==> src/pkg/typec_vendor_pkg.sv <==
package typec_vendor_pkg;
  // ---------------------------------------------------------------
  // register offsets and reset values
  // ---------------------------------------------------------------
  localparam logic [7:0] ADDR_ALARM_LOW_UPPER = 8'h79;
  localparam logic [7:0] ADDR_EVENT_FLAGS     = 8'h90;
  localparam logic [7:0] ADDR_EVENT_EN        = 8'h92;
  localparam logic [7:0] ADDR_GEN_CTRL        = 8'h94;
  localparam logic [7:0] ADDR_TX_CTRL         = 8'h95;
  localparam logic [7:0] RST_ZERO             = 8'h00;
  localparam logic [7:0] RST_GEN_CTRL         = 8'h04;
  // ---------------------------------------------------------------
  // field positions and masks
  // ---------------------------------------------------------------
  localparam int         FLAG_TIMER_BIT  = 4;
  localparam int         FLAG_CC_BIT     = 3;
  localparam int         FLAG_OT_BIT     = 2;
  localparam logic [7:0] FLAG_MASK       = 8'h1C;
  localparam logic [7:0] EN_WMASK        = 8'h1F;
  localparam logic [7:0] THR_UPPER_MASK  = 8'h03;
  localparam logic [7:0] TX_WMASK        = 8'h04;
  localparam logic [7:0] GEN_PD_MASK     = 8'h40;
  localparam int         GEN_POLICY      = 7;
  localparam int         GEN_PD_RST      = 6;
  localparam int         GEN_GLOBAL      = 5;
  localparam int         GEN_SAMPLE_CTL  = 4;
  localparam int         GEN_RATE_LSB    = 2;
  localparam int         TX_BIST_CONT    = 2;
  localparam int         TX_FRS          = 1;
  // ---------------------------------------------------------------
  // timing
  // ---------------------------------------------------------------
  localparam int CLK_KHZ         = 40_000;
  localparam int TICK_MS         = 1;
  localparam int TICK_CYCLES     = TICK_MS * CLK_KHZ;
  localparam int SAMPLE_MS_00    = 1;
  localparam int SAMPLE_MS_01    = 2;
  localparam int SAMPLE_MS_10    = 8;
  localparam int SAMPLE_MS_11    = 16;
  localparam int DUTY_PCT_00     = 30;
  localparam int DUTY_PCT_01     = 10;
  localparam int DUTY_PCT_10     = 50;
  localparam int DUTY_PCT_11     = 60;
  localparam int PCT_FULL        = 100;
  localparam int DRP_PERIOD_MS   = 50;
  localparam int BIST_CONT_MS    = 50;
  localparam int BIST_CONT_CYC   = BIST_CONT_MS * CLK_KHZ;
  localparam int PD_RESET_CYCLES = 16;
  localparam logic [3:0] I2C_BITS = 4'h8;
  // ---------------------------------------------------------------
  // types
  // ---------------------------------------------------------------
  typedef enum logic [2:0] {
    I2C_IDLE      = 3'h0,
    I2C_ADDR      = 3'h1,
    I2C_ADDR_ACK  = 3'h3,
    I2C_WRITE     = 3'h2,
    I2C_WRITE_ACK = 3'h6,
    I2C_READ      = 3'h7,
    I2C_READ_ACK  = 3'h5
  } i2c_state_e;
  typedef struct packed {
    logic       wr;
    logic       rd;
    logic [7:0] addr;
    logic [7:0] data;
  } reg_access_s;
endpackage

==> src/logic/pin_sync.sv <==
`timescale 1ns/1ps
`default_nettype none
module pin_sync
  import typec_vendor_pkg::*;
#(
  parameter int W = 4
) (
  input  wire logic         sys_clk,
  input  wire logic         rst,
  input  wire logic [W-1:0] din,
  output logic      [W-1:0] dout
);
  logic [W-1:0] ff1;
  logic [W-1:0] ff2;
  logic [W-1:0] ff3;

  // a bit moves only once stages two and three agree
  always_ff @(posedge sys_clk) begin
    if (rst) begin
      ff1  <= '0;
      ff2  <= '0;
      ff3  <= '0;
      dout <= '0;
    end else begin
      ff1 <= din;
      ff2 <= ff1;
      ff3 <= ff2;
      for (int i = 0; i < W; i++) begin
        if (ff2[i] == ff3[i]) begin
          dout[i] <= ff3[i];
        end
      end
    end
  end
endmodule
`default_nettype wire

==> src/logic/interval_timer.sv <==
`timescale 1ns/1ps
`default_nettype none
module interval_timer
  import typec_vendor_pkg::*;
#(
  parameter int W = 16
) (
  input  wire logic         sys_clk,
  input  wire logic         rst,
  input  wire logic         adv,
  input  wire logic [W-1:0] period,
  output logic      [W-1:0] count,
  output logic              done
);
  // done is a one-cycle pulse on the step that closes a period
  always_ff @(posedge sys_clk) begin
    if (rst) begin
      count <= '0;
      done  <= 1'b0;
    end else begin
      done <= 1'b0;
      if (adv) begin
        if (count >= period - W'(1)) begin
          count <= '0;
          done  <= 1'b1;
        end else begin
          count <= count + W'(1);
        end
      end
    end
  end
endmodule
`default_nettype wire

==> src/logic/typec_port_vendor_ctrl_regs.sv <==
`timescale 1ns/1ps
`default_nettype none
module typec_port_vendor_ctrl_regs
  import typec_vendor_pkg::*;
#(
  parameter logic [6:0] DEV_ADDR         = 7'h20,
  parameter int         TICK_CYC         = TICK_CYCLES,
  parameter int         BIST_CONT_CYCLES = BIST_CONT_CYC,
  parameter int         DRP_MS           = DRP_PERIOD_MS
) (
  input  wire logic       sys_clk,
  input  wire logic       rst,
  input  wire logic       scl,
  input  wire logic       sda_in,
  output logic            sda_out,
  output logic            sda_oe,
  input  wire logic [9:0] vbus_level,
  input  wire logic [7:0] vbus_low_alarm_lower,
  input  wire logic       voltage_alarm_inhibit,
  input  wire logic       slow_timer_expire,
  input  wire logic       cc_over_limit,
  input  wire logic       port_attached,
  input  wire logic       thermal_shutdown_detector,
  input  wire logic       auto_toggle_enable,
  input  wire logic       bist_mode2_start,
  input  wire logic       fast_swap_sent,
  output logic            vbus_undervoltage_flag,
  output logic            vendor_irq,
  output logic            read_clear_policy,
  output logic            pd_engine_soft_reset,
  output logic            whole_chip_soft_reset,
  output logic            cc_sample_strobe,
  output logic            advertise_dfp,
  output logic            bist_carrier_on,
  output logic            fast_swap_tx
);
  localparam int BW = $clog2(BIST_CONT_CYCLES + 1);

  logic [7:0]  vendor_event_flags;
  logic [7:0]  vendor_event_enables;
  logic [7:0]  port_general_control;
  logic [7:0]  biphase_transmit_control;
  logic [7:0]  vbus_low_alarm_upper;
  logic [9:0]  vbus_low_alarm_level;
  logic        soft_rst;
  logic [3:0]  pins_raw;
  logic [3:0]  pins;
  logic        scl_s;
  logic        sda_s;
  logic        scl_q;
  logic        sda_q;
  logic        scl_rise;
  logic        scl_fall;
  logic        bus_start;
  logic        bus_stop;
  i2c_state_e  state;
  logic [3:0]  bit_cnt;
  logic [7:0]  shreg;
  logic [7:0]  ptr;
  logic        ptr_loaded;
  logic        is_read;
  logic [7:0]  rd_byte;
  reg_access_s acc;
  logic [7:0]  ev_set;
  logic [7:0]  ev_clr;
  logic [7:0]  next_gen;
  logic [4:0]  pd_cnt;
  logic        pd_done;
  logic        ms_tick;
  logic        sample_due;
  logic [7:0]  drp_cnt;
  logic        toggling;
  logic        toggle_due;
  logic [BW-1:0] bist_cnt;

  // ---------------------------------------------------------------
  // helpers
  // ---------------------------------------------------------------
  function automatic logic wr_hit(input reg_access_s a, input logic [7:0] off);
    return a.wr && (a.addr == off);
  endfunction

  function automatic logic [4:0] sample_ms(input logic [1:0] rate);
    case (rate)
      2'h0:    return 5'(SAMPLE_MS_00);
      2'h1:    return 5'(SAMPLE_MS_01);
      2'h2:    return 5'(SAMPLE_MS_10);
      default: return 5'(SAMPLE_MS_11);
    endcase
  endfunction

  function automatic logic [7:0] dfp_ms(input logic [1:0] duty);
    int pct;
    case (duty)
      2'h0:    pct = DUTY_PCT_00;
      2'h1:    pct = DUTY_PCT_01;
      2'h2:    pct = DUTY_PCT_10;
      default: pct = DUTY_PCT_11;
    endcase
    return 8'((DRP_MS * pct) / PCT_FULL);
  endfunction

  function automatic logic [7:0] read_mux(input logic [7:0] a);
    case (a)
      ADDR_ALARM_LOW_UPPER: return vbus_low_alarm_upper;
      ADDR_EVENT_FLAGS:     return vendor_event_flags;
      ADDR_EVENT_EN:        return vendor_event_enables;
      ADDR_GEN_CTRL:        return port_general_control;
      ADDR_TX_CTRL:         return biphase_transmit_control;
      default:              return RST_ZERO;
    endcase
  endfunction

  // ---------------------------------------------------------------
  // I2C slave
  // ---------------------------------------------------------------
  // bus lines idle high; carried inverted so the sync's zero reset reads as idle
  assign pins_raw  = {thermal_shutdown_detector, cc_over_limit, ~sda_in, ~scl};
  assign scl_s     = ~pins[0];
  assign sda_s     = ~pins[1];
  assign scl_rise  = scl_s & ~scl_q;
  assign scl_fall  = ~scl_s & scl_q;
  assign bus_start = scl_s & scl_q & sda_q & ~sda_s;
  assign bus_stop  = scl_s & scl_q & ~sda_q & sda_s;
  // process form so a register change behind an unchanged ptr is seen
  always_comb rd_byte = read_mux(ptr);
  assign sda_out   = 1'b0;

  pin_sync #(.W(4)) u_sync (
    .sys_clk (sys_clk),
    .rst     (rst),
    .din     (pins_raw),
    .dout    (pins)
  );

  always_ff @(posedge sys_clk) begin
    if (rst) begin
      scl_q <= 1'b1;
      sda_q <= 1'b1;
    end else begin
      scl_q <= scl_s;
      sda_q <= sda_s;
    end
  end

  // the engine ignores the soft reset so the write that fires it still acks
  always_ff @(posedge sys_clk) begin
    if (rst) begin
      state      <= I2C_IDLE;
      bit_cnt    <= '0;
      shreg      <= '0;
      ptr        <= '0;
      ptr_loaded <= 1'b0;
      is_read    <= 1'b0;
      sda_oe     <= 1'b0;
      acc        <= '0;
    end else begin
      acc.wr <= 1'b0;
      acc.rd <= 1'b0;
      if (bus_start) begin
        state      <= I2C_ADDR;
        bit_cnt    <= '0;
        sda_oe     <= 1'b0;
        ptr_loaded <= 1'b0;
      end else if (bus_stop) begin
        state  <= I2C_IDLE;
        sda_oe <= 1'b0;
      end else if (scl_rise) begin
        case (state)
          I2C_ADDR, I2C_WRITE: begin
            shreg   <= {shreg[6:0], sda_s};
            bit_cnt <= bit_cnt + 4'h1;
          end
          I2C_READ: begin
            shreg   <= {shreg[6:0], 1'b0};
            bit_cnt <= bit_cnt + 4'h1;
          end
          I2C_READ_ACK: begin
            if (sda_s) begin
              state <= I2C_IDLE;
            end
          end
          default: ;
        endcase
      end else if (scl_fall) begin
        case (state)
          I2C_ADDR: begin
            if (bit_cnt == I2C_BITS) begin
              if (shreg[7:1] == DEV_ADDR) begin
                state   <= I2C_ADDR_ACK;
                sda_oe  <= 1'b1;
                is_read <= shreg[0];
              end else begin
                state <= I2C_IDLE;
              end
            end
          end
          I2C_ADDR_ACK, I2C_READ_ACK: begin
            bit_cnt <= '0;
            if (state == I2C_READ_ACK || is_read) begin
              state     <= I2C_READ;
              shreg     <= rd_byte;
              sda_oe    <= ~rd_byte[7];
              acc.rd    <= 1'b1;
              acc.addr  <= ptr;
              ptr       <= ptr + 8'h01;
            end else begin
              state  <= I2C_WRITE;
              sda_oe <= 1'b0;
            end
          end
          I2C_WRITE: begin
            if (bit_cnt == I2C_BITS) begin
              state  <= I2C_WRITE_ACK;
              sda_oe <= 1'b1;
              if (ptr_loaded) begin
                acc.wr   <= 1'b1;
                acc.addr <= ptr;
                acc.data <= shreg;
                ptr      <= ptr + 8'h01;
              end else begin
                ptr        <= shreg;
                ptr_loaded <= 1'b1;
              end
            end
          end
          I2C_WRITE_ACK: begin
            state   <= I2C_WRITE;
            sda_oe  <= 1'b0;
            bit_cnt <= '0;
          end
          I2C_READ: begin
            if (bit_cnt == I2C_BITS) begin
              state  <= I2C_READ_ACK;
              sda_oe <= 1'b0;
            end else begin
              sda_oe <= ~shreg[7];
            end
          end
          default: state <= I2C_IDLE;
        endcase
      end
    end
  end

  // ---------------------------------------------------------------
  // registers
  // ---------------------------------------------------------------
  // global soft reset
  assign soft_rst = rst | port_general_control[GEN_GLOBAL];
  assign whole_chip_soft_reset = port_general_control[GEN_GLOBAL];
  // start flag exempt: the alert bank applies this policy to every
  // flag except its received_packet_start_flag
  assign read_clear_policy = port_general_control[GEN_POLICY];

  always_ff @(posedge sys_clk) begin
    if (soft_rst) begin
      vbus_low_alarm_upper <= RST_ZERO;
    end else if (wr_hit(acc, ADDR_ALARM_LOW_UPPER)) begin
      vbus_low_alarm_upper <= acc.data & THR_UPPER_MASK;
    end
  end
  assign vbus_low_alarm_level = {vbus_low_alarm_upper[1:0], vbus_low_alarm_lower};

  always_ff @(posedge sys_clk) begin
    if (soft_rst) begin
      vbus_undervoltage_flag <= 1'b0;
    end else begin
      vbus_undervoltage_flag <= ~voltage_alarm_inhibit &
                                (vbus_level < vbus_low_alarm_level);
    end
  end

  always_comb begin
    ev_set = RST_ZERO;
    ev_set[FLAG_TIMER_BIT] = slow_timer_expire;
    ev_set[FLAG_CC_BIT] = pins[2] & ~port_attached;
    ev_set[FLAG_OT_BIT] = pins[3];
    ev_clr = RST_ZERO;
    if (wr_hit(acc, ADDR_EVENT_FLAGS) && !read_clear_policy) begin
      ev_clr = acc.data & FLAG_MASK;
    end else if (acc.rd && acc.addr == ADDR_EVENT_FLAGS && read_clear_policy) begin
      ev_clr = FLAG_MASK;
    end
  end

  always_ff @(posedge sys_clk) begin
    if (soft_rst) begin
      vendor_event_flags <= RST_ZERO;
    end else begin
      vendor_event_flags <= ((vendor_event_flags & ~ev_clr) | ev_set) & FLAG_MASK;
    end
  end

  always_ff @(posedge sys_clk) begin
    if (soft_rst) begin
      vendor_event_enables <= RST_ZERO;
    end else if (wr_hit(acc, ADDR_EVENT_EN)) begin
      vendor_event_enables <= acc.data & EN_WMASK;
    end
  end

  always_ff @(posedge sys_clk) begin
    if (soft_rst) begin
      vendor_irq <= 1'b0;
    end else begin
      vendor_irq <= |(vendor_event_flags & vendor_event_enables);
    end
  end

  assign pd_done = port_general_control[GEN_PD_RST] && pd_cnt == 5'(PD_RESET_CYCLES - 1);
  assign pd_engine_soft_reset = port_general_control[GEN_PD_RST];
  always_comb begin
    next_gen = port_general_control & ~(pd_done ? GEN_PD_MASK : RST_ZERO);
    if (wr_hit(acc, ADDR_GEN_CTRL)) begin
      next_gen = acc.data | (next_gen & GEN_PD_MASK);
    end
  end

  always_ff @(posedge sys_clk) begin
    if (soft_rst) begin
      port_general_control <= RST_GEN_CTRL;
      pd_cnt               <= '0;
    end else begin
      port_general_control <= next_gen;
      pd_cnt <= (port_general_control[GEN_PD_RST] && !pd_done) ? pd_cnt + 5'h01 : '0;
    end
  end

  always_ff @(posedge sys_clk) begin
    if (soft_rst) begin
      biphase_transmit_control <= RST_ZERO;
    end else if (wr_hit(acc, ADDR_TX_CTRL)) begin
      biphase_transmit_control <= (acc.data & TX_WMASK) |
                                  (acc.data | biphase_transmit_control) & ~TX_WMASK &
                                  8'(1 << TX_FRS);
    end else if (fast_swap_sent) begin
      biphase_transmit_control[TX_FRS] <= 1'b0;
    end
  end
  assign fast_swap_tx = biphase_transmit_control[TX_FRS];

  // ---------------------------------------------------------------
  // CC sampling and role toggle
  // ---------------------------------------------------------------
  interval_timer #(.W(16)) u_ms (
    .sys_clk (sys_clk),
    .rst     (soft_rst),
    .adv     (1'b1),
    .period  (16'(TICK_CYC)),
    .count   (),
    .done    (ms_tick)
  );

  interval_timer #(.W(5)) u_sample (
    .sys_clk (sys_clk),
    .rst     (soft_rst),
    .adv     (ms_tick),
    .period  (sample_ms(port_general_control[GEN_RATE_LSB +: 2])),
    .count   (),
    .done    (sample_due)
  );

  assign toggling   = auto_toggle_enable & ~port_attached;
  assign toggle_due = toggling & ms_tick &
                      (drp_cnt == dfp_ms(port_general_control[1:0]) - 8'h01 ||
                       drp_cnt == 8'(DRP_MS - 1));

  always_ff @(posedge sys_clk) begin
    if (soft_rst || !toggling) begin
      drp_cnt <= '0;
    end else if (ms_tick) begin
      drp_cnt <= (drp_cnt == 8'(DRP_MS - 1)) ? 8'h00 : drp_cnt + 8'h01;
    end
  end

  always_ff @(posedge sys_clk) begin
    if (soft_rst) begin
      advertise_dfp    <= 1'b0;
      cc_sample_strobe <= 1'b0;
    end else begin
      advertise_dfp <= toggling && drp_cnt < dfp_ms(port_general_control[1:0]);
      cc_sample_strobe <= (toggling && port_general_control[GEN_SAMPLE_CTL]) ?
                          toggle_due : sample_due;
    end
  end

  // ---------------------------------------------------------------
  // BIST carrier mode 2
  // ---------------------------------------------------------------
  // timed or continuous carrier
  always_ff @(posedge sys_clk) begin
    if (soft_rst) begin
      bist_carrier_on <= 1'b0;
      bist_cnt        <= '0;
    end else if (bist_mode2_start) begin
      bist_carrier_on <= 1'b1;
      bist_cnt        <= '0;
    end else if (bist_carrier_on && !biphase_transmit_control[TX_BIST_CONT]) begin
      if (bist_cnt == BW'(BIST_CONT_CYCLES - 1)) begin
        bist_carrier_on <= 1'b0;
      end else begin
        bist_cnt <= bist_cnt + BW'(1);
      end
    end
  end
endmodule
`default_nettype wire

==> config.mk <==
export PLATFORM = sky130hd
export DESIGN_NAME = typec_port_vendor_ctrl_regs
export DESIGN_NICKNAME = d
export VERILOG_FILES = /design/src/pkg/typec_vendor_pkg.sv /design/src/logic/pin_sync.sv /design/src/logic/interval_timer.sv /design/src/logic/typec_port_vendor_ctrl_regs.sv
export SDC_FILE = /design/constraint.sdc
export NUM_CORES = 1
export LEC_CHECK = 0
export BUFFER_PORTS_ARGS = -buffer_cell sky130_fd_sc_hd__buf_2
export CORE_MARGIN = 1.5
export CORE_UTILIZATION = 60
export DETAILED_ROUTE_END_ITERATION = 8
export PLACE_DENSITY = 0.79
export SLEW_MARGIN = 20
export SYNTH_ARGS = -nofsm -noshare
export SYNTH_HDL_FRONTEND = slang
export SYNTH_SLANG_ARGS = --single-unit
==> constraint.sdc <==
create_clock -name sys_clk -period 10.6 [get_ports sys_clk]
set_clock_uncertainty 0.15 [all_clocks]
set_input_delay 2.12 -clock sys_clk [delete_from_list [all_inputs] [get_ports sys_clk]]
set_output_delay 2.12 -clock sys_clk [all_outputs]
set_load 0.02 [all_outputs]
Word-level counts from Yosys, hierarchy flattened

Cells that the tools add are included.

Magnitude comparators: 4
Equal/unequal tests: 47
$mul: 2
Reductions and logical operators: 57
Add/subtract/negate cells: 9
Shift operators: 0
Divide/modulo/power cells: 2
Bitwise logic cells: 42
Multiplexer cells: 54

Operators by type and width:

| cell                                                                 | count |
|---|---|
| 8-bit 2-to-1 mux                                                     | 9 |
| 32-bit by 8-bit divider with 32-bit output (second input constant)   | 2 |
| 8-bit == test (second input constant)                                | 8 |
| 6-bit by 32-bit multiplier with 31-bit output (first input constant) | 2 |
| 8-bit one-hot mux with 2 select lines                                | 3 |
| 8-bit one-hot mux with 5 select lines                                | 1 |
| 16-bit 2-to-1 mux                                                    | 2 |
| 32-bit 2-to-1 mux                                                    | 1 |
| 3-bit 2-to-1 mux                                                     | 8 |
| 6-bit AND reduction                                                  | 4 |
| 21-bit by 1-bit adder with 21-bit output (second input constant)     | 1 |
| 21-bit == test (second input constant)                               | 1 |
| 7-bit AND reduction                                                  | 3 |
| 1-bit NOT                                                            | 20 |
| 6-bit one-hot mux with 3 select lines                                | 1 |
| 16-bit by 1-bit adder with 16-bit output (second input constant)     | 1 |
| 8-bit by 1-bit adder with 8-bit output (second input constant)       | 2 |
| 8-bit by 7-bit == test with 1-bit output (second input constant)     | 2 |
| 16-bit greater-or-equal comparator (second input constant)           | 1 |
| 1-bit 2-to-1 mux                                                     | 16 |
| 4-bit 2-to-1 mux                                                     | 4 |
| 2-bit nonzero test                                                   | 8 |
| 5-bit 2-to-1 mux                                                     | 3 |
| 5-bit != test (second input constant)                                | 3 |
| other kinds (55)                                                     | 111 |

Input port bits: 30
ROM bits: 0
RAM bits: 0
Logic and storage cells: 256
Output and inout port bits: 11
Memories: 0
Bits in registers: 145
Bits in latches: 0

Longest topological paths before layout

Gate-level depths: netlist (run 1).

Depth in word-level cells: 9
Depth in mapped cells: 18
Gate-level depth less buffers: 18

Cells and area by module

A second synthesis (run 1) with hierarchy kept.

Cell total of the unflattened synthesis: 1012
Area total of the unflattened synthesis: 8485.6 um2

Modules (own cells, without submodules):

| module                      | cells each | instances | area an instance (um2) | seq. area each (um2) |
|---|---|---|---|---|
| typec_port_vendor_ctrl_regs | 763        | 1         | 6229.7                 | 2102.0 |
| interval_timer (u_ms)       | 162        | 1         | 1328.8                 | 340.3 |
| pin_sync                    | 41         | 1         | 486.7                  | 320.3 |
| interval_timer (u_sample)   | 46         | 1         | 440.4                  | 120.1 |

Least setup slack after synthesis (run 1)

No wires, ideal clock.

Kind: register -> register
From: reg port_general_control[0]
To: reg advertise_dfp
Cell stages (with the launch flop): 19
Data required time: 10389 ps
Library setup time: 61 ps
Buffers on the path: 0
Data arrival time: 3908 ps
Clock period less this slack: 4119 ps
Slack: 6481 ps
Path through: dfxtp_1 -> inv_1 -> ha_1 -> inv_1 -> ha_1 -> ha_1 -> ha_1 -> or4_1 -> a41oi_1 -> inv_1 -> ha_1 -> nor2b_1 -> o221ai_1 -> nor4bb_1 -> mux2i_1 -> inv_1 -> ha_1 -> o21ai_0 -> and4b_1

Cells in the longest elaborated chain, start to end: 7
Elaborated cells on any way between the ends: 9
Classes of those cells: 1 x mul; 1 x div; 1 x order compare; 2 x eq/ne; 2 x mux; 2 x reduce/logical

RTL lines:

| what                                              | RTL line                           | RTL |
|---|---|---|
| start: declaration                                | typec_port_vendor_ctrl_regs.sv:41  | `logic [7:0] port_general_control;` |
| start signal: assignment                          | typec_port_vendor_ctrl_regs.sv:325 | `port_general_control <= next_gen;` |
| 2-bit == test (tied with other cells)             | typec_port_vendor_ctrl_regs.sv:94  | `case (duty)` |
| 6-bit one-hot mux with 3 select lines (*)         | typec_port_vendor_ctrl_regs.sv:94  |  |
| 32-bit 2-to-1 mux (*)                             | typec_port_vendor_ctrl_regs.sv:378 | `if (soft_rst) begin` |
| 6-bit by 32-bit multiplier with 31-bit output (*) | typec_port_vendor_ctrl_regs.sv:100 | `return 8'((DRP_MS * pct) / PCT_FULL);` |
| 32-bit by 8-bit divider with 32-bit output (*)    | typec_port_vendor_ctrl_regs.sv:100 |  |
| 8-bit less-than comparator (*)                    | typec_port_vendor_ctrl_regs.sv:382 | `advertise_dfp <= toggling && drp_cnt < dfp_ms(port_general_control[1:0]);` |
| 1-bit logical AND (*)                             | typec_port_vendor_ctrl_regs.sv:382 |  |
| end signal: assignment                            | typec_port_vendor_ctrl_regs.sv:382 |  |
| end: declaration                                  | typec_port_vendor_ctrl_regs.sv:33  | `output logic advertise_dfp,` |

Every way passes the cells marked *; elsewhere a longest branch is shown, timed or not. The select of a mux whose other input is x is not followed.
A chain may end at the register's enable or synchronous reset.

Worst setup path in the final report (run 1)

From: reg port_general_control[1]
To: reg advertise_dfp

The elaborated chain is that of the path after synthesis.

==> metrics.md, run 1 <==
| Metric | Value |
|---|---|
| Syn Std Cell Area | `roughly 7500 µm²` |
| Clk_lat worst skew | `430 ps` |
| HPWL after detailed placement | `around 11 mm` |
| Final ANT Viol Nets | `0` |
| Max cap viols | `0` |
| Internal Pwr Total | `roughly 0.00092 W` |
| Peak supply drop | `134.8 µV` |
| Crit path cell chain | `inv_1 > ha_1 > inv_1 > ha_1 > ha_1 > ha_1 > or4_1 > a41oi_1 > inv_1 > ha_1 > nor2b_1 > o221ai_1 > nor4bb_1 > mux2i_1 > inv_1 > ha_1 > o21ai_0 > and4b_1` |
| RSZ-0062 raised after global routing | `false` |
| F_max | `0.2195 GHz` |
| Reg area | `2883 µm²` |
| Global-route wire length before repair | `~26 mm` |
| Root Buffer Master | `clkbuf_16` |
| Largest area contributor in the netlist | `dfxtp_1` |
| Layout cells sized above 1 | `~10%` |
| DIE HEIGHT | `~110 µm` |
| Ranking of synthesized cells by instance count | `144 x dfxtp_1, 125 x nor2_1, 77 x nand2_1, 54 x ha_1, 53 x nand3_1` |
| CTS clk-pin slew, worst paths | `60 ps` |
| Core ar. | `12,110 µm²` |
| IO Count | `41` |
| Top post-synthesis cells by area | `dfxtp_1 38%, ha_1 9.0%, nor2_1 6.3%` |
| Period utilization | `a little over two fifths` |
| Final setup TNS | `0 ps` |
| Sequential share of power | `between 40% and 50%` |
| Syn Area/Cell | `around 8.5 µm²` |
| Top_reg_cell synth | `dfxtp_1` |
| Top cell type's share of synthesized area | `between 30% and 40%` |
| Die X | `114.8 µm` |
| Min-Delay Path Class | `reg -> reg` |
| DRC viols | `0` |
| Yosys cell types | `69` |
| Design Area, Final | `~8400 µm²` |
| CTS H-tree lvls | `4` |
| Arr. time, crit path | `approximately 4800 ps` |
| Sequential element share of the synthesized area | `38.43%` |
| Overflow left after global routing | `0` |
| Clock sinks | `144` |
| GRT Util Overall | `24.49%` |
| Post-synthesis cell count | `about 900` |
| Worst R2R Start | `port_general_control[1]` |
| R2R depth | `18` |
| Post-layout min period | `around 4600 ps` |
| Max clock buf depth | `2` |
| Top-count cell post-synth | `dfxtp_1` |
| Die footprint | `approximately 13,000 µm²` |
| RD Place Congestion | `0.8188` |
| Warning count from the yosys run | `0` |
| DR vias | `6,127` |
| Outcome | `completed` |
| PortBufs | `39` |
| Max Slew Vio Count | `0` |
| Slew headroom | `slightly below 30%` |
| Worst Hold End | `u_sync.ff2[1]` |
| R2R Path End | `advertise_dfp` |
| Drt via density | `around 5.6` |
| Hold depth | `1` |
| Leakage power | `about 3.2 nW` |
| CP peak stage delay | `slightly above 500 ps` |
| PD cells | `between 100 and 150 nW/µm²` |
| CP Max Fanout | `7` |
| Initial antenna violation count | `0` |
| Initial core utilization | `61.94%` |
| Synth Register Bits | `144` |
| DR pass1 iterations | `5` |
| Initial DRC Count | `about 370` |
| CP max stage cell | `or4_1` |
| Worst R2R Setup Slack | `between 6000 and 7000 ps` |
| Final wirelength | `roughly 16 mm` |
| Net load switching power | `0.0002730 W` |
| Worst EP required | `approximately 11,000 ps` |
| Logic pwr share | `2.6%` |
| Rows | `40` |
| Syn nets | `between 900 and 1,000` |
| Num CTS Buffers | `17` |
| Wire per inst | `14.35 µm` |
| Post-CTS setup buffer count | `0` |
| Worst setup SP type | `flop` |
| Final Hold Viols | `0` |
| Final setup viols | `0` |
| Layout Nets | `a little under 1,000` |
| Sw frac | `a little under a quarter` |
| CTS tree | `built` |
| Number of global-route vias before repair | `around 5,500` |
| Hold Buf Count CTS | `0` |
| Synth-to-Final Area Change | `11.84%` |
| Fill cells | `around 1,000` |
| Multi-input logic area | `about 4300 µm²` |
| EDFF count, synth | `0` |
| Clock power frac | `around half` |
| Largest net degree at the start of global routing | `a little over 60` |
| Most Frequent Cell on Critical Path | `ha_1` |
| Inserted Diodes | `0` |
| Critical path class | `reg -> reg` |
| Hold Startpoint | `u_sync.ff1[1]` |
| Crit. End Element | `flop` |
| Worst-margin pin slew | `between 1000 and 1500 ps` |
| Post-CTS Resized | `0` |
| Area after DPL | `7777 µm²` |
| Async set-reset flop share out of synthesis | `0%` |
[cells in the final DEF (no fill, tap or decap), drive strengths merged, types with 9 or more instances in the layout]
master / instances
mux2i: 30
ha: 54
buf: 43
xor2: 25
a21oi: 40
nor2: 126
o21ai: 25
nor2b: 16
inv: 59
nand2b: 11
nand3: 53
a211oi: 15
nand4: 11
nand2: 78
clkbuf: 19
a21o: 9
and3: 11
nor3: 17
dfxtp: 144
xnor2: 21
[how the worst max path moves through the flow]
stage                            start            end  slack (ps)  depth (start not counted)
2_1_floorplan  port_general_control[0]  advertise_dfp        6480                         18
6_report       port_general_control[1]  advertise_dfp        6040                         18
3_5_place_dp   port_general_control[1]  advertise_dfp        6080                         18
3_3_place_gp   port_general_control[1]  advertise_dfp        6250                         18
5_1_grt        port_general_control[1]  advertise_dfp        5750                         18
4_1_cts        port_general_control[1]  advertise_dfp        6020                         18
[power groups by stage]
| stage | clock, W | combinational (W) | sequential [W] |
|---|---|---|---|
| 6_report | 0.000612 | 0.0000309 | 0.000548 |
| 3_5_place_dp | 0 | 0.0000306 | 0.000560 |
| 3_3_place_gp | 0 | 0.0000298 | 0.000560 |
| 5_1_grt | 0.000643 | 0.0000349 | 0.000548 |
| 2_1_floorplan | 0 | 0.0000192 | 0.000560 |
| 4_1_cts | 0.000622 | 0.0000307 | 0.000548 |
[final cells by class]
class                   count  share of cell area [%]
repair buffers             44                   2.744
clock buffers              18                   5.234
well taps                 168                   2.505
inverters                  53                   2.371
flip-flops and latches    144                   34.36
clock inverters            14                   2.013
multi-input cells         648                   50.78
[metrics by stage]
step	std cells	setup slack, ps	hold WS [ps]	util, %	power, W
2_1_floorplan	881	6481	259.4	-	0.0005790
3_3_place_gp	1056	6247	265.5	64.21	0.0005894
3_5_place_dp	1056	6077	277.7	64.21	0.0005904
4_1_cts	1088	6024	294.5	69.24	0.001200
5_1_grt	1089	5746	309.0	69.28	0.001226
6_report	1089	6044	290.9	69.28	0.001191
[cell families after synthesis]
family	Yosys count	share of synthesized area, %
AOI/OAI and AO/OA	138	12.49
xor gates and xnor gates	47	5.687
adders and majority gates	55	9.273
buffers and inverters	89	4.786
DFF	144	38.43
muxes	33	4.453
other	1	0.04999
and+or+nand+nor	374	24.83
[flip-flops by register name, summed over array words and instances, names as in the netlist, 8 cells and up]
signal	count
u_ms.count	16
ptr	8
shreg	8
bist_cnt	21
drp_cnt	8
port_general_control	8
acc	18
[per-layer routing]
layer | track usage (%) | share of wire (%) | vias up
met5 | 0 | 0 | -
met3 | 5.957 | 3.8 | 27
met2 | 42.24 | 49 | 124
met4 | 8.560 | 1.7 | 0
li1 | - | - | 3112
met1 | 29.99 | 45 | 2864
[critical path, delay by kind of cell (launching register included)]
kind,cells,cell delay [ps]
fa+ha+maj,6,1710
simple gates,4,1130
flops,1,460
buf+inv,4,410
mux,1,160
compound gates,3,510
Power figures use the tool's default switching activity.
==> inputs of run 2 (changes only) <==
==> constraint.sdc (replaced) <==
create_clock -name sys_clk -period 4.5 [get_ports sys_clk]
set_clock_uncertainty 0.15 [all_clocks]
set_input_delay 0.9 -clock sys_clk [delete_from_list [all_inputs] [get_ports sys_clk]]
set_output_delay 0.9 -clock sys_clk [all_outputs]
set_load 0.02 [all_outputs]
==> metrics.md, run 2 (synthesis results as in run 1) <==
| Metric | Value |
|---|---|
| Worst-margin pin slew | `1072 ps (+13.16 ps)` |
| Area after DPL | `7800 µm² (+0.29%)` |
| Sw frac | `21.69% (-1.2 points)` |
| Die footprint | `13,180 µm² (unchanged)` |
| Root Buffer Master | `clkbuf_16` |
| Drt via density | `5.593 (-0.59%)` |
| Leakage power | `3.209 nW (+0.32%)` |
| Critical Path Start | `port_general_control[1]` |
| Clock sinks | `144 (unchanged)` |
| F_max | `0.2376 GHz (+8.3%)` |
| DR vias | `6,102 (-0.41%)` |
| Commonest non-fill, non-tap cell in the layout | `dfxtp_1` |
| Die X | `114.8 µm (unchanged)` |
| Initial core utilization | `61.94% (unchanged)` |
| Outcome | `completed` |
| Worst R2R Start | `port_general_control[1]` |
| CTS H-tree lvls | `4 (unchanged)` |
| Max clock buf depth | `2 (unchanged)` |
| Most frequent cells in the layout | `144 x dfxtp_1, 125 x nor2_1, 77 x nand2_1, 53 x nand3_1, 53 x ha_1` |
| Final Hold Viols | `0 (unchanged)` |
| Final ANT Viol Nets | `0 (unchanged)` |
| Fill cells | `976 (-0.71%)` |
| Core ar. | `12,110 µm² (unchanged)` |
| Post-layout min period | `4208 ps (-347.8 ps)` |
| Largest net degree at the start of global routing | `45 (-26%)` |
| CP Max Fanout | `5 (-2)` |
| Largest register FFs | `21 (unchanged)` |
| Biggest regs | `bist_cnt x21, acc x18, u_ms.count x16` |
| Number of global-route vias before repair | `5,598 (+0.97%)` |
| Hold Startpoint | `u_sync.ff1[3]` |
| Max cap viols | `0 (unchanged)` |
| GRT Util Overall | `24.67% (+0.18 points)` |
| RSZ-0062 raised after global routing | `false` |
| Placed Cells | `1,059 (+0.28%)` |
| Wire per inst | `14.13 µm (-1.5%)` |
| Design Area, Final | `8403 µm² (+0.15%)` |
| Layout Nets | `996 (+0.30%)` |
| Setup slack at placement | `184.5 ps (-5893 ps)` |
| Finished Core Util | `69.38% (+0.10 points)` |
| Worst setup SP type | `flop` |
| Global-route wire length before repair | `26.01 mm (+1.4%)` |
| DR pass1 iterations | `5 (unchanged)` |
| Logic pwr share | `2.7% (about the same)` |
| Peak supply drop | `268.7 µV (+99%)` |
| PD cells | `325.4 nW/µm² (+130%)` |
| Period utilization | `93.51% (+51 points)` |
| Num CTS Buffers | `17 (unchanged)` |
| Max Slew Vio Count | `0 (unchanged)` |
| Inserted Diodes | `0 (unchanged)` |
| Min-Delay Path Class | `reg -> reg` |
| Final setup TNS | `0 ps (unchanged)` |
| Sequential share of power | `47.2% (+1.2 points)` |
| Slew headroom | `28.29% (-1.1 points)` |
| CTS clk-pin slew, worst paths | `60 ps (about the same)` |
| Worst EP required | `4720 ps (-6100 ps)` |
| Final wirelength | `15.42 mm (-1.3%)` |
| Crit. End Element | `flop` |
| PortBufs | `39 (unchanged)` |
| Arr. time, crit path | `4430 ps (-350 ps)` |
| Critical path class | `reg -> reg` |
| CTS tree | `built` |
| Reg with most FFs | `bist_cnt` |
| Synth-to-Final Area Change | `12.01%` |
| Initial antenna violation count | `0 (unchanged)` |
| IO Count | `41 (unchanged)` |
| Final setup viols | `0 (unchanged)` |
| HPWL after detailed placement | `10.68 mm (-0.52%)` |
| Clock power frac | `50.1% (-1.3 points)` |
| Final Worst Setup Slack | `291.9 ps (-5752 ps)` |
| Overflow left after global routing | `0 (unchanged)` |
| Layout cells sized above 1 | `10.73% (+0.41 points)` |
| Internal Pwr Total | `0.002141 W (+130%)` |
| RD Place Congestion | `0.8047 (-1.7%)` |
| DRC viols | `0 (unchanged)` |
| Initial DRC Count | `493 (+32%)` |
| Rows | `40 (unchanged)` |
| Net load switching power | `0.0005931 W (+120%)` |
| Clk_lat worst skew | `430 ps (about the same)` |
| DIE HEIGHT | `114.8 µm (unchanged)` |
| Final Non-Filler Cells | `1,091 (+0.18%)` |
-- run 2: cell types whose count changed in the layout (fill, tap and decap cells not counted), sizes merged --
cell	change
clkinv	+3
inv	-3
clkinvlp	-1
buf	+3
-- run 2: worst max-delay path: stages, from the launching register on --
cell	delay [ps]
dfxtp_1	320
inv_1	120
ha_4	320
inv_1	60
ha_1	290
ha_1	320
ha_1	190
or4_1	550
a41oi_2	260
inv_1	70
ha_1	290
nor2b_1	120
o221ai_1	110
nor4bb_1	270
mux2i_1	150
inv_1	90
ha_1	210
o21ai_0	70
and4b_1	200
-- run 2: worst paths after layout --
| kind | endpoint | slack [ps] | cells after the start |
|---|---|---|---|
| setup / recovery | advertise_dfp | 290 | 18 |
| hold / removal | u_sync.ff2[3] | 290 | 1 |
| setup reg to reg | advertise_dfp | 290 | 18 |
| hold reg to reg | u_sync.ff2[3] | 290 | 1 |
-- run 2: metrics by stage --
step | hold WS (ps) | power, W
final | 287.8 | 0.002735
after global routing | 303.5 | 0.002816
after CTS | 292.9 | 0.002755
after detailed placement | 277.2 | 0.001392
after global placement | 266.4 | 0.001389
after floorplan | 259.4 | 0.001364
-- run 2: timing repair --
item | in CTS | in global routing
buffers inserted | 0 | 0
resized for setup | 0 | 2
hold buffers | 0 | 0
endpoints found under the setup margin | 0 | 1
-- run 2: routing by layer --
metal | GRT usage [%] | vias to the layer above | share of wire [%]
met2 | 41.24 | 124 | 49
met5 | 0 | - | 0
met4 | 9.794 | 0 | 1.7
met3 | 4.902 | 31 | 3.4
met1 | 31.53 | 2838 | 46
li1 | - | 3109 | -
-- run 2: final cells by class --
cell class                 instances  area, µm²  share of cell area, %
inverter                          53      198.9                  2.367
sequential                       144       2883                  34.31
timing repair buffer              47      255.2                  3.038
tap                              168      210.2                  2.501
multi-input combinational        648       4280                  50.94
clock inverter                    13      136.4                  1.623
clock buffer                      18      439.2                  5.226
-- run 2: power groups by stage --
stage,clock (W),sequential [W],combinational (W)
after floorplan,0,0.00132,0.0000453
after global placement,0,0.00132,0.0000710
after detailed placement,0,0.00132,0.0000735
after CTS,0.00139,0.00129,0.0000736
after global routing,0.00144,0.00129,0.0000829
final,0.00137,0.00129,0.0000736
